`config.mk`:
```
export PLATFORM = sky130hd
export DESIGN_NAME = acf_top
export DESIGN_NICKNAME = d
export VERILOG_FILES = /design/src/logic/acf_pkg.sv /design/src/logic/acf_buf.sv /design/src/logic/acf_top.sv
export SDC_FILE = /design/constraint.sdc
export NUM_CORES = 1
export LEC_CHECK = 0
export ABC_CLOCK_PERIOD_IN_PS = 7600
export BUFFER_PORTS_ARGS = -buffer_cell sky130_fd_sc_hd__buf_2
export CORE_MARGIN = 2
export CORE_UTILIZATION = 40
export CTS_BUF_LIST = sky130_fd_sc_hd__clkbuf_8
export DETAILED_ROUTE_END_ITERATION = 8
export SLEW_MARGIN = 25
export SYNTH_ARGS = -nofsm -noshare
export SYNTH_HDL_FRONTEND = slang
export SYNTH_HIERARCHICAL = 1
export SYNTH_SLANG_ARGS = --single-unit
```
`constraint.sdc`:
```
create_clock -name sys_clk -period 7.6 [get_ports sys_clk]
set_input_delay 0.76 -clock sys_clk [delete_from_list [all_inputs] [get_ports sys_clk]]
set_output_delay 0.76 -clock sys_clk [all_outputs]
set_load 0.01 [all_outputs]
```
`src/logic/acf_pkg.sv`:
```
// Overview of operation
// - Word is 5 address then 11 data bits
// - Sample on serial falling edge, commit every sixteenth
// - Partial trailing bits dropped; several words per select
// - One write updates all fields together
// - Standby bit powers down converter core only
// - Clock pdn tri-states clock, data unaffected
// - Software reset restores defaults, bit self-clears
// - Output pdn disables data and clock buffers
// - Clock position bit delays output clock
// - Edge bit selects receiver capture edge
// - Data position bit delays data half cycle
// - Bit-wise: even bits rising, odd falling
// - Byte-wise: low half rising, high falling
// - Zeros or ones mode forces sample bus
// - Toggle mode alternates checkerboard words
// - Ramp mode counts up, wraps to zero
// - Custom mode outputs user pattern registers
// - Format bit: zero two's complement, one binary
package acf_pkg;
	localparam int SW = 14;
	localparam int LW = 7;
	localparam int RW = 11;
	localparam int AW = 5;
	localparam int REG_N = 8;
	// Register addresses, index order of the storage array
	localparam logic [REG_N-1:0][AW-1:0] REG_ADDR = {5'h0F, 5'h0E, 5'h0C, 5'h0B,
		5'h0A, 5'h09, 5'h04, 5'h00};
	localparam logic [AW-1:0] ADDR_PWR = 5'h00;
	localparam int IDX_PWR = 0;
	localparam int IDX_TIME = 1;
	localparam int IDX_ORD = 2;
	localparam int IDX_FMT = 3;
	localparam int IDX_CLO = 4;
	localparam int IDX_CHI = 5;
	localparam logic [RW-1:0] REG_RST = 11'h000;
	// Field positions
	localparam int BIT_STBY = 0;
	localparam int BIT_PDN_CLK = 2;
	localparam int BIT_RST = 4;
	localparam int BIT_LVDS = 8;
	localparam int BIT_PDN_OBUF = 10;
	localparam int BIT_CLK_POSN = 8;
	localparam int BIT_CLK_EDGE = 9;
	localparam int BIT_DATA_POSN = 10;
	localparam int BIT_BYTEWISE = 10;
	localparam int BIT_FMT = 10;
	localparam int PAT_LSB = 5;
	localparam int PAT_MSB = 7;
	localparam int CLO_LSB = 4;
	localparam int CHI_MSB = 4;
	localparam logic [3:0] LAST_BIT = 4'hF;
	// Test pattern codes
	localparam logic [2:0] PAT_NORMAL = 3'h0;
	localparam logic [2:0] PAT_ZEROS = 3'h1;
	localparam logic [2:0] PAT_ONES = 3'h2;
	localparam logic [2:0] PAT_TOGGLE = 3'h3;
	localparam logic [2:0] PAT_RAMP = 3'h4;
	localparam logic [2:0] PAT_CUSTOM = 3'h5;
	localparam logic [SW-1:0] WORD_ZEROS = 14'h0000;
	localparam logic [SW-1:0] WORD_ONES = 14'h3FFF;
	localparam logic [SW-1:0] WORD_TOG_A = 14'h2AAA;
	localparam logic [SW-1:0] WORD_TOG_B = 14'h1555;
	localparam logic [SW-1:0] RAMP_STEP = 14'h0001;
	// Synchroniser slots
	localparam int SY_N = 5;
	localparam int SY_SCLK = 0;
	localparam int SY_SEN = 1;
	localparam int SY_SDI = 2;
	localparam int SY_CCLK = 3;
	localparam int SY_RDY = 4;

	typedef enum logic [1:0] {
		SER_IDLE = 2'b01,
		SER_SHIFT = 2'b10
	} acf_ser_e;

	typedef struct packed {
		logic [LW-1:0] rise;
		logic [LW-1:0] fall;
	} acf_lane_s;
endpackage : acf_pkg

```
`src/logic/acf_buf.sv`:
```
`timescale 1ns/1ps
`default_nettype none
module acf_buf #(
	parameter int W = 14,
	parameter int DEPTH = 2
) (
	// Clock and reset
	input wire logic sys_clk,
	input wire logic sys_rst,
	// Fill side
	input wire logic in_valid,
	output logic in_ready,
	input wire logic [W-1:0] in_data,
	// Drain side
	output logic out_valid,
	input wire logic out_ready,
	output logic [W-1:0] out_data
);
	localparam int PW = $clog2(DEPTH);
	localparam logic [PW:0] FULL = (PW+1)'(DEPTH);

	typedef struct packed {
		logic [DEPTH-1:0][W-1:0] mem;
		logic [PW-1:0] wr;
		logic [PW-1:0] rd;
		logic [PW:0] cnt;
	} acf_buf_state_s;

	acf_buf_state_s q;
	acf_buf_state_s n;
	logic push;
	logic pop;

	assign in_ready = (q.cnt != FULL);
	assign out_valid = (q.cnt != '0);
	assign out_data = q.mem[q.rd];
	assign push = in_valid & in_ready;
	assign pop = out_valid & out_ready;

	always_comb
	begin
		n = q;
		if (push)
		begin
			n.mem[q.wr] = in_data;
			n.wr = q.wr + PW'(1);
		end
		if (pop)
			n.rd = q.rd + PW'(1);
		n.cnt = q.cnt + (PW+1)'(push) - (PW+1)'(pop);
	end

	always_ff @(posedge sys_clk or posedge sys_rst)
	begin
		if (sys_rst)
			q <= '0;
		else
			q <= n;
	end
endmodule : acf_buf
`default_nettype wire

```
`src/logic/acf_top.sv`:
```
`timescale 1ns/1ps
`default_nettype none
module acf_top (
	// Clock and reset
	input wire logic sys_clk,
	input wire logic sys_rst,
	// Serial configuration pins
	input wire logic serial_clk,
	input wire logic serial_select_n,
	input wire logic serial_in_line,
	// Conversion clock pin and converter core
	input wire logic conv_clk,
	input wire logic [11:0] core_data,
	// Receiver ready pin
	input wire logic rx_ready,
	// Sample outputs
	output logic [acf_pkg::SW-1:0] sample_bus,
	output logic [acf_pkg::LW-1:0] ddr_lanes,
	output logic sample_valid,
	output logic data_oe,
	// Output clock
	output logic output_clock_pos,
	output logic clk_oe,
	// Mode outputs
	output logic core_standby,
	output logic lvds_mode,
	output logic capture_edge_fall
);
	typedef struct packed {
		logic [acf_pkg::SY_N-1:0] sync1;
		logic [acf_pkg::SY_N-1:0] sync2;
		logic [acf_pkg::SY_N-1:0] hist;
		acf_pkg::acf_ser_e st;
		logic [3:0] cnt;
		logic [15:0] shreg;
		logic [acf_pkg::REG_N-1:0][acf_pkg::RW-1:0] regs;
		logic [acf_pkg::SW-1:0] ramp;
		logic tog;
		logic [acf_pkg::SW-1:0] bus;
		acf_pkg::acf_lane_s lanes;
		logic [acf_pkg::LW-1:0] ddr;
		logic valid;
		logic clk_out;
		logic data_oe;
		logic clk_oe;
		logic stby;
		logic lvds;
		logic cap_fall;
	} acf_state_s;

	acf_state_s q;
	acf_state_s n;
	logic sclk_fall;
	logic sen_low;
	logic cclk_rise;
	logic cclk_fall;
	logic commit;
	logic [15:0] ser_word;
	logic [2:0] pat;
	logic [acf_pkg::SW-1:0] gen_word;
	logic buf_in_valid;
	logic buf_in_ready;
	logic buf_out_valid;
	logic buf_out_ready;
	logic [acf_pkg::SW-1:0] buf_data;
	logic upd;
	logic bytewise;
	// A net, so each generate pass may drive its own bits
	wire acf_pkg::acf_lane_s lane_w;

	////////////////////////////////////////////////////////////////////////////
	// Edge detection on second sync stage only
	assign sclk_fall = q.hist[acf_pkg::SY_SCLK] & ~q.sync2[acf_pkg::SY_SCLK];
	assign sen_low = ~q.sync2[acf_pkg::SY_SEN];
	assign cclk_rise = ~q.hist[acf_pkg::SY_CCLK] & q.sync2[acf_pkg::SY_CCLK];
	assign cclk_fall = q.hist[acf_pkg::SY_CCLK] & ~q.sync2[acf_pkg::SY_CCLK];
	assign ser_word = {q.shreg[14:0], q.sync2[acf_pkg::SY_SDI]};
	assign commit = sen_low & sclk_fall & (q.cnt == acf_pkg::LAST_BIT);
	assign pat = q.regs[acf_pkg::IDX_FMT][acf_pkg::PAT_MSB:acf_pkg::PAT_LSB];
	assign bytewise = q.regs[acf_pkg::IDX_ORD][acf_pkg::BIT_BYTEWISE];

	////////////////////////////////////////////////////////////////////////////
	// Pattern generator; unused codes give zeros
	always_comb
	begin
		case (pat)
			acf_pkg::PAT_NORMAL:
				gen_word = {core_data[11] ^ ~q.regs[acf_pkg::IDX_FMT][acf_pkg::BIT_FMT],
					core_data[10:0], 2'h0};
			acf_pkg::PAT_ZEROS: gen_word = acf_pkg::WORD_ZEROS;
			acf_pkg::PAT_ONES: gen_word = acf_pkg::WORD_ONES;
			acf_pkg::PAT_TOGGLE: gen_word = q.tog ? acf_pkg::WORD_TOG_B : acf_pkg::WORD_TOG_A;
			acf_pkg::PAT_RAMP: gen_word = q.ramp;
			acf_pkg::PAT_CUSTOM:
				gen_word = {q.regs[acf_pkg::IDX_CHI][acf_pkg::CHI_MSB:0],
					q.regs[acf_pkg::IDX_CLO][acf_pkg::RW-1:acf_pkg::CLO_LSB], 2'h0};
			default: gen_word = acf_pkg::WORD_ZEROS;
		endcase
	end

	// Generator stalls while the buffer is full, so no ramp or toggle word is lost; a normal-mode sample at that rise is dropped
	assign buf_in_valid = cclk_rise;
	assign upd = q.regs[acf_pkg::IDX_TIME][acf_pkg::BIT_DATA_POSN] ? cclk_fall : cclk_rise;
	assign buf_out_ready = upd & q.sync2[acf_pkg::SY_RDY];

	acf_buf #(
		.W(acf_pkg::SW),
		.DEPTH(2)
	) u_buf (
		.sys_clk(sys_clk),
		.sys_rst(sys_rst),
		.in_valid(buf_in_valid),
		.in_ready(buf_in_ready),
		.in_data(gen_word),
		.out_valid(buf_out_valid),
		.out_ready(buf_out_ready),
		.out_data(buf_data)
	);

	// Lane split for double-rate output
	genvar gi;
	generate
		for (gi = 0; gi < acf_pkg::LW; gi++)
		begin : g_lane
			assign lane_w.rise[gi] = bytewise ? buf_data[gi] : buf_data[2*gi];
			assign lane_w.fall[gi] = bytewise ? buf_data[gi+acf_pkg::LW] : buf_data[2*gi+1];
		end
	endgenerate

	////////////////////////////////////////////////////////////////////////////
	always_comb
	begin
		n = q;
		n.sync1 = {rx_ready, conv_clk, serial_in_line, serial_select_n, serial_clk};
		n.sync2 = q.sync1;
		n.hist = q.sync2;
		// Serial word assembly
		case (q.st)
			acf_pkg::SER_IDLE: if (sen_low) n.st = acf_pkg::SER_SHIFT;
			acf_pkg::SER_SHIFT: if (!sen_low) n.st = acf_pkg::SER_IDLE;
			default: n.st = acf_pkg::SER_IDLE;
		endcase
		if (!sen_low)
			n.cnt = '0;
		else if (sclk_fall)
		begin
			n.shreg = ser_word;
			n.cnt = q.cnt + 4'h1;
		end
		// Whole register written at once; unmapped addresses ignored
		if (commit)
		begin
			for (int i = 0; i < acf_pkg::REG_N; i++)
				if (ser_word[15:11] == acf_pkg::REG_ADDR[i])
					n.regs[i] = ser_word[acf_pkg::RW-1:0];
			if (ser_word[15:11] == acf_pkg::ADDR_PWR && ser_word[acf_pkg::BIT_RST])
				n.regs = {acf_pkg::REG_N{acf_pkg::REG_RST}};
		end
		// Generator state advances only on accepted samples
		if (buf_in_valid && buf_in_ready)
		begin
			n.tog = ~q.tog;
			n.ramp = q.ramp + acf_pkg::RAMP_STEP;
		end
		// Output word update
		if (upd)
		begin
			n.valid = buf_out_valid & q.sync2[acf_pkg::SY_RDY];
			if (buf_out_valid && q.sync2[acf_pkg::SY_RDY])
			begin
				n.bus = buf_data;
				n.lanes = lane_w;
			end
		end
		if (cclk_rise)
			n.ddr = q.lanes.rise;
		else if (cclk_fall)
			n.ddr = q.lanes.fall;
		// Stand-in for the analog delay: one system cycle later
		n.clk_out = q.regs[acf_pkg::IDX_TIME][acf_pkg::BIT_CLK_POSN] ?
			q.hist[acf_pkg::SY_CCLK] : q.sync2[acf_pkg::SY_CCLK];
		n.data_oe = ~q.regs[acf_pkg::IDX_PWR][acf_pkg::BIT_PDN_OBUF];
		n.clk_oe = ~q.regs[acf_pkg::IDX_PWR][acf_pkg::BIT_PDN_OBUF] &
			~q.regs[acf_pkg::IDX_PWR][acf_pkg::BIT_PDN_CLK];
		n.stby = q.regs[acf_pkg::IDX_PWR][acf_pkg::BIT_STBY];
		n.lvds = q.regs[acf_pkg::IDX_PWR][acf_pkg::BIT_LVDS];
		n.cap_fall = q.regs[acf_pkg::IDX_TIME][acf_pkg::BIT_CLK_EDGE];
	end

	always_ff @(posedge sys_clk or posedge sys_rst)
	begin
		if (sys_rst)
		begin
			q <= '0;
			q.st <= acf_pkg::SER_IDLE;
			q.sync2 <= 5'h02;
			q.sync1 <= 5'h02;
			q.hist <= 5'h02;
			q.data_oe <= 1'b1;
			q.clk_oe <= 1'b1;
		end
		else
			q <= n;
	end

	////////////////////////////////////////////////////////////////////////////
	assign sample_bus = q.bus;
	assign ddr_lanes = q.ddr;
	assign sample_valid = q.valid;
	assign data_oe = q.data_oe;
	assign output_clock_pos = q.clk_out;
	assign clk_oe = q.clk_oe;
	assign core_standby = q.stby;
	assign lvds_mode = q.lvds;
	assign capture_edge_fall = q.cap_fall;
endmodule : acf_top
`default_nettype wire

```
==> key figures <==
Global routing
  • GR Layer Usage met3: 3.88%
  • GRT Total Usage: 15.2%
  • GRT Max-Usage Layer: met2
  • Largest net degree at the start of global routing: between 70 and 80
  • First-pass GRT wire length: 21000 µm
  • Total gr overflow: 0
  • Met2 Track Usage GR: 24.2%
  • GR Util met1: 20.0%
  • Initial antenna violation count: 0
  • Vias in the first global route: 4021

Clocking
  • Hold_buf cts: 0
  • Total CTS buffers: 17
  • CTS tree: yes
  • Max clock buf depth: 2
  • Clock Sinks: between 100 and 150
  • H-tree depth: 4
  • Post-CTS Setup Bufs: 0
  • Clk_lat worst skew: 0.44 ns
  • Worst-path clk slew: 0.07 ns
  • Root Driver: clkbuf_8
  • Post-CTS Resized: 0

Floorplan
  • Core Area: 16000 µm²
  • Rows: 46
  • Initial Util: roughly 40%
  • Die W: 132 µm
  • Die area: between 15000 and 20000 µm²
  • Boundary Pins: 47
  • Height of the chip: 132 µm

Yosys
  • Cell count after synthesis: 530
  • Area of the mapped netlist: 6600 µm²
  • EDFF count, synth: 0
  • Async set or reset register ratio after synthesis: 100%
  • FF+latch count, synth: around 140
  • Mapped Avg Cell Area: 12.4 µm²
  • Yosys cell types: 48
  • YS warnings: 6
  • Most common flop cell mapped by yosys: dfrtp_1
  • Sequential share of the synthesized area: ~54%
  • Syn nets: 554

Worst setup path
  • Largest delay contributor family on the critical path: compound AO/OA/AOI/OAI gates
  • Arrival @ worst endpoint: approximately 2.6 ns
  • Crit path capture type: flip-flop
  • Critical Setup Path Class: flip-flop to flip-flop
  • CP Cell Sequence: inv_1 -> ha_1 -> buf_4 -> mux2i_1 -> nor2b_1 -> a21oi_1 -> a311oi_1 -> ha_1 -> xnor2_1
  • WP data required: approximately 7.9 ns
  • CP Launch Type: flip-flop
  • CP Buf/Inv Count: 2
  • Cell mode on critical path: ha_1
  • Delay of the slowest cell on the worst path: 0.40 ns
  • Critical-path maximum fanout: 20
  • Slowest CP cell: dfrtp_1

Routing
  • DR vias: 3899
  • Mean routed wirelength per cell: 16.0 µm
  • Pre-antenna DRT Iters: 4
  • Residual DRC count: 0
  • Routed wire length: between 10000 and 15000 µm
  • Detail Route Antenna Nets: 0
  • DR vias/cell: ~5.0
  • DRT iter0 DRCs: 170

Flow run
  • Max-cap viol count: 0

Place
  • Post-Place Cells: 746
  • Dpl cell area: just under 7000 µm²
  • PortBufs: 46
  • Post-DP HPWL: just under 9000 µm
  • DP Worst Slack: 5.38 ns
  • RePlAce Congestion: 0.851

Finish
  • Design area: 7230 µm²
  • N_diodes: 0
  • Share of post-route cells with drive strength above 1: 33.1%
  • Final nets: 573
  • Leading cell types in the layout, fill and taps excluded: dfrtp_1, mux2_2, buf_2, nand2_1, mux2i_1
  • Commonest non-fill, non-tap cell in the layout: dfrtp_1
  • Area grow syn2layout: 9.69%
  • Fin cells: 778

STA
  • Worst-margin pin slew: 0.878 ns
  • Fmax: 445 MHz
  • RSZ-0062 raised after global routing: no
  • Final Hold Fails: 0
  • Tmin final: 2.25 ns
  • Max-slew violations: 0
  • Final period util: between 20% and 30%
  • Setup WS post-layout: 5.35 ns
  • Clk_skew: 0.0109 ns
  • Slew Limit Headroom: about two fifths
  • Fin Setup TNS: 0 ns
  • Final Setup Violations: 0

Pwr
  • Int Power: approximately 1600 µW
  • Sequential power share: between 40% and 50%
  • Gate power share: 25.9%
  • Pwr Total: between 2000 and 2500 µW
  • Sw frac: between 20% and 30%
  • Leakage: about 0.0033 µW
  • Switch Pwr: 670 µW
  • Peak supply drop: 0.141 mV
  • Clk pwr share: a little over a quarter
  • Power per cell area: approximately 310 nW/µm²

Hold path
  • Worst Hold Class: flip-flop to flip-flop

Status
  • Outcome: complete, no violations
-- final cells by class --
type / instances / area, µm²
Multi-Input combinational cell: 327 / 2700
Sequential cell: 142 / 3560
Timing Repair Buffer: 50 / 260
Clock inverter: 10 / 95.1
Tap cell: 216 / 270
Inverter: 11 / 43.8
Fill cell: 1533 / 8770
Clock buffer: 22 / 303
-- cell usage after synthesis, types with 10 or more instances --
master,instances,area share (%)
a21oi_1,10,0.76
buf_4,21,2.4
clkbuf_1,19,1.1
dfrtp_1,138,52
inv_1,11,0.63
mux2_2,70,12
mux2_4,20,4.6
mux2i_1,35,5.3
nand2_1,39,2.2
nor2_1,21,1.2
o21a_1,11,1.3
o21ai_0,23,1.7
xnor2_1,14,1.9
-- layer usage --
metal / up-vias / part of all wire, %
met5: - / 0
met4: 0 / 1.5
met3: 12 / 3.7
met2: 79 / 49
met1: 1955 / 46
li1: 1853 / -
-- cells by family (layout without fill, tap and decap cells) --
group	Yosys count	in the layout	synth area share [%]
and+or+nand+nor	115	115	9.69
muxes	125	125	21.8
xor gates and xnor gates	21	21	2.79
buffers and inverters	61	93	5.10
DFF	142	142	54.0
adders and majority gates	5	5	0.949
AOI/OAI and AO/OA	61	61	5.69
-- state kept, by name, summed over array words and instances, names as in the netlist --
| signal | cells |
|---|---|
| bytewise | 1 |
| capture_edge_fall | 1 |
| clk_oe | 1 |
| core_standby | 1 |
| data_oe | 1 |
| ddr_lanes | 7 |
| lvds_mode | 1 |
| n | 13 |
| output_clock_pos | 1 |
| pat | 3 |
| q | 65 |
| sample_bus | 14 |
| sample_valid | 1 |
| u_buf/q | 32 |
-- final timing paths --
kind | cells past startpoint | slack [ns] | to | start
worst min register to register | 0 | 0.35 | n[167]$_DFF_PP0_ | n[172]$_DFF_PP0_
max in group asynchronous | 3 | 5.92 | pat[0]$_DFFE_PP0P_ | sys_rst
worst min-delay path | 0 | 0.35 | n[167]$_DFF_PP0_ | n[172]$_DFF_PP0_
worst max register to register | 9 | 5.35 | u_buf/q[1]$_DFF_PP0_ | q[170]$_DFF_PP0_
worst max-delay path | 9 | 5.35 | u_buf/q[1]$_DFF_PP0_ | q[170]$_DFF_PP0_
min in group asynchronous | 2 | 0.37 | sample_bus[13]$_DFFE_PP0P_ | sys_rst
-- through the flow --
stage	utilization (%)	hold WS, ns
2_1_floorplan	-	0.331
3_3_place_gp	42.7	0.333
3_5_place_dp	42.7	0.340
4_1_cts	45.2	0.358
5_1_grt	45.2	0.361
6_report	45.2	0.355
-- power by group through the flow --
stage	registers, µW	clock network [µW]	logic [µW]
6_report	1090	592	587
5_1_grt	1120	644	651
4_1_cts	1090	613	598
3_5_place_dp	1110	0	595
3_3_place_gp	1100	0	584
2_1_floorplan	1050	0	541
No activity file was read; power rests on OpenSTA's default activity.
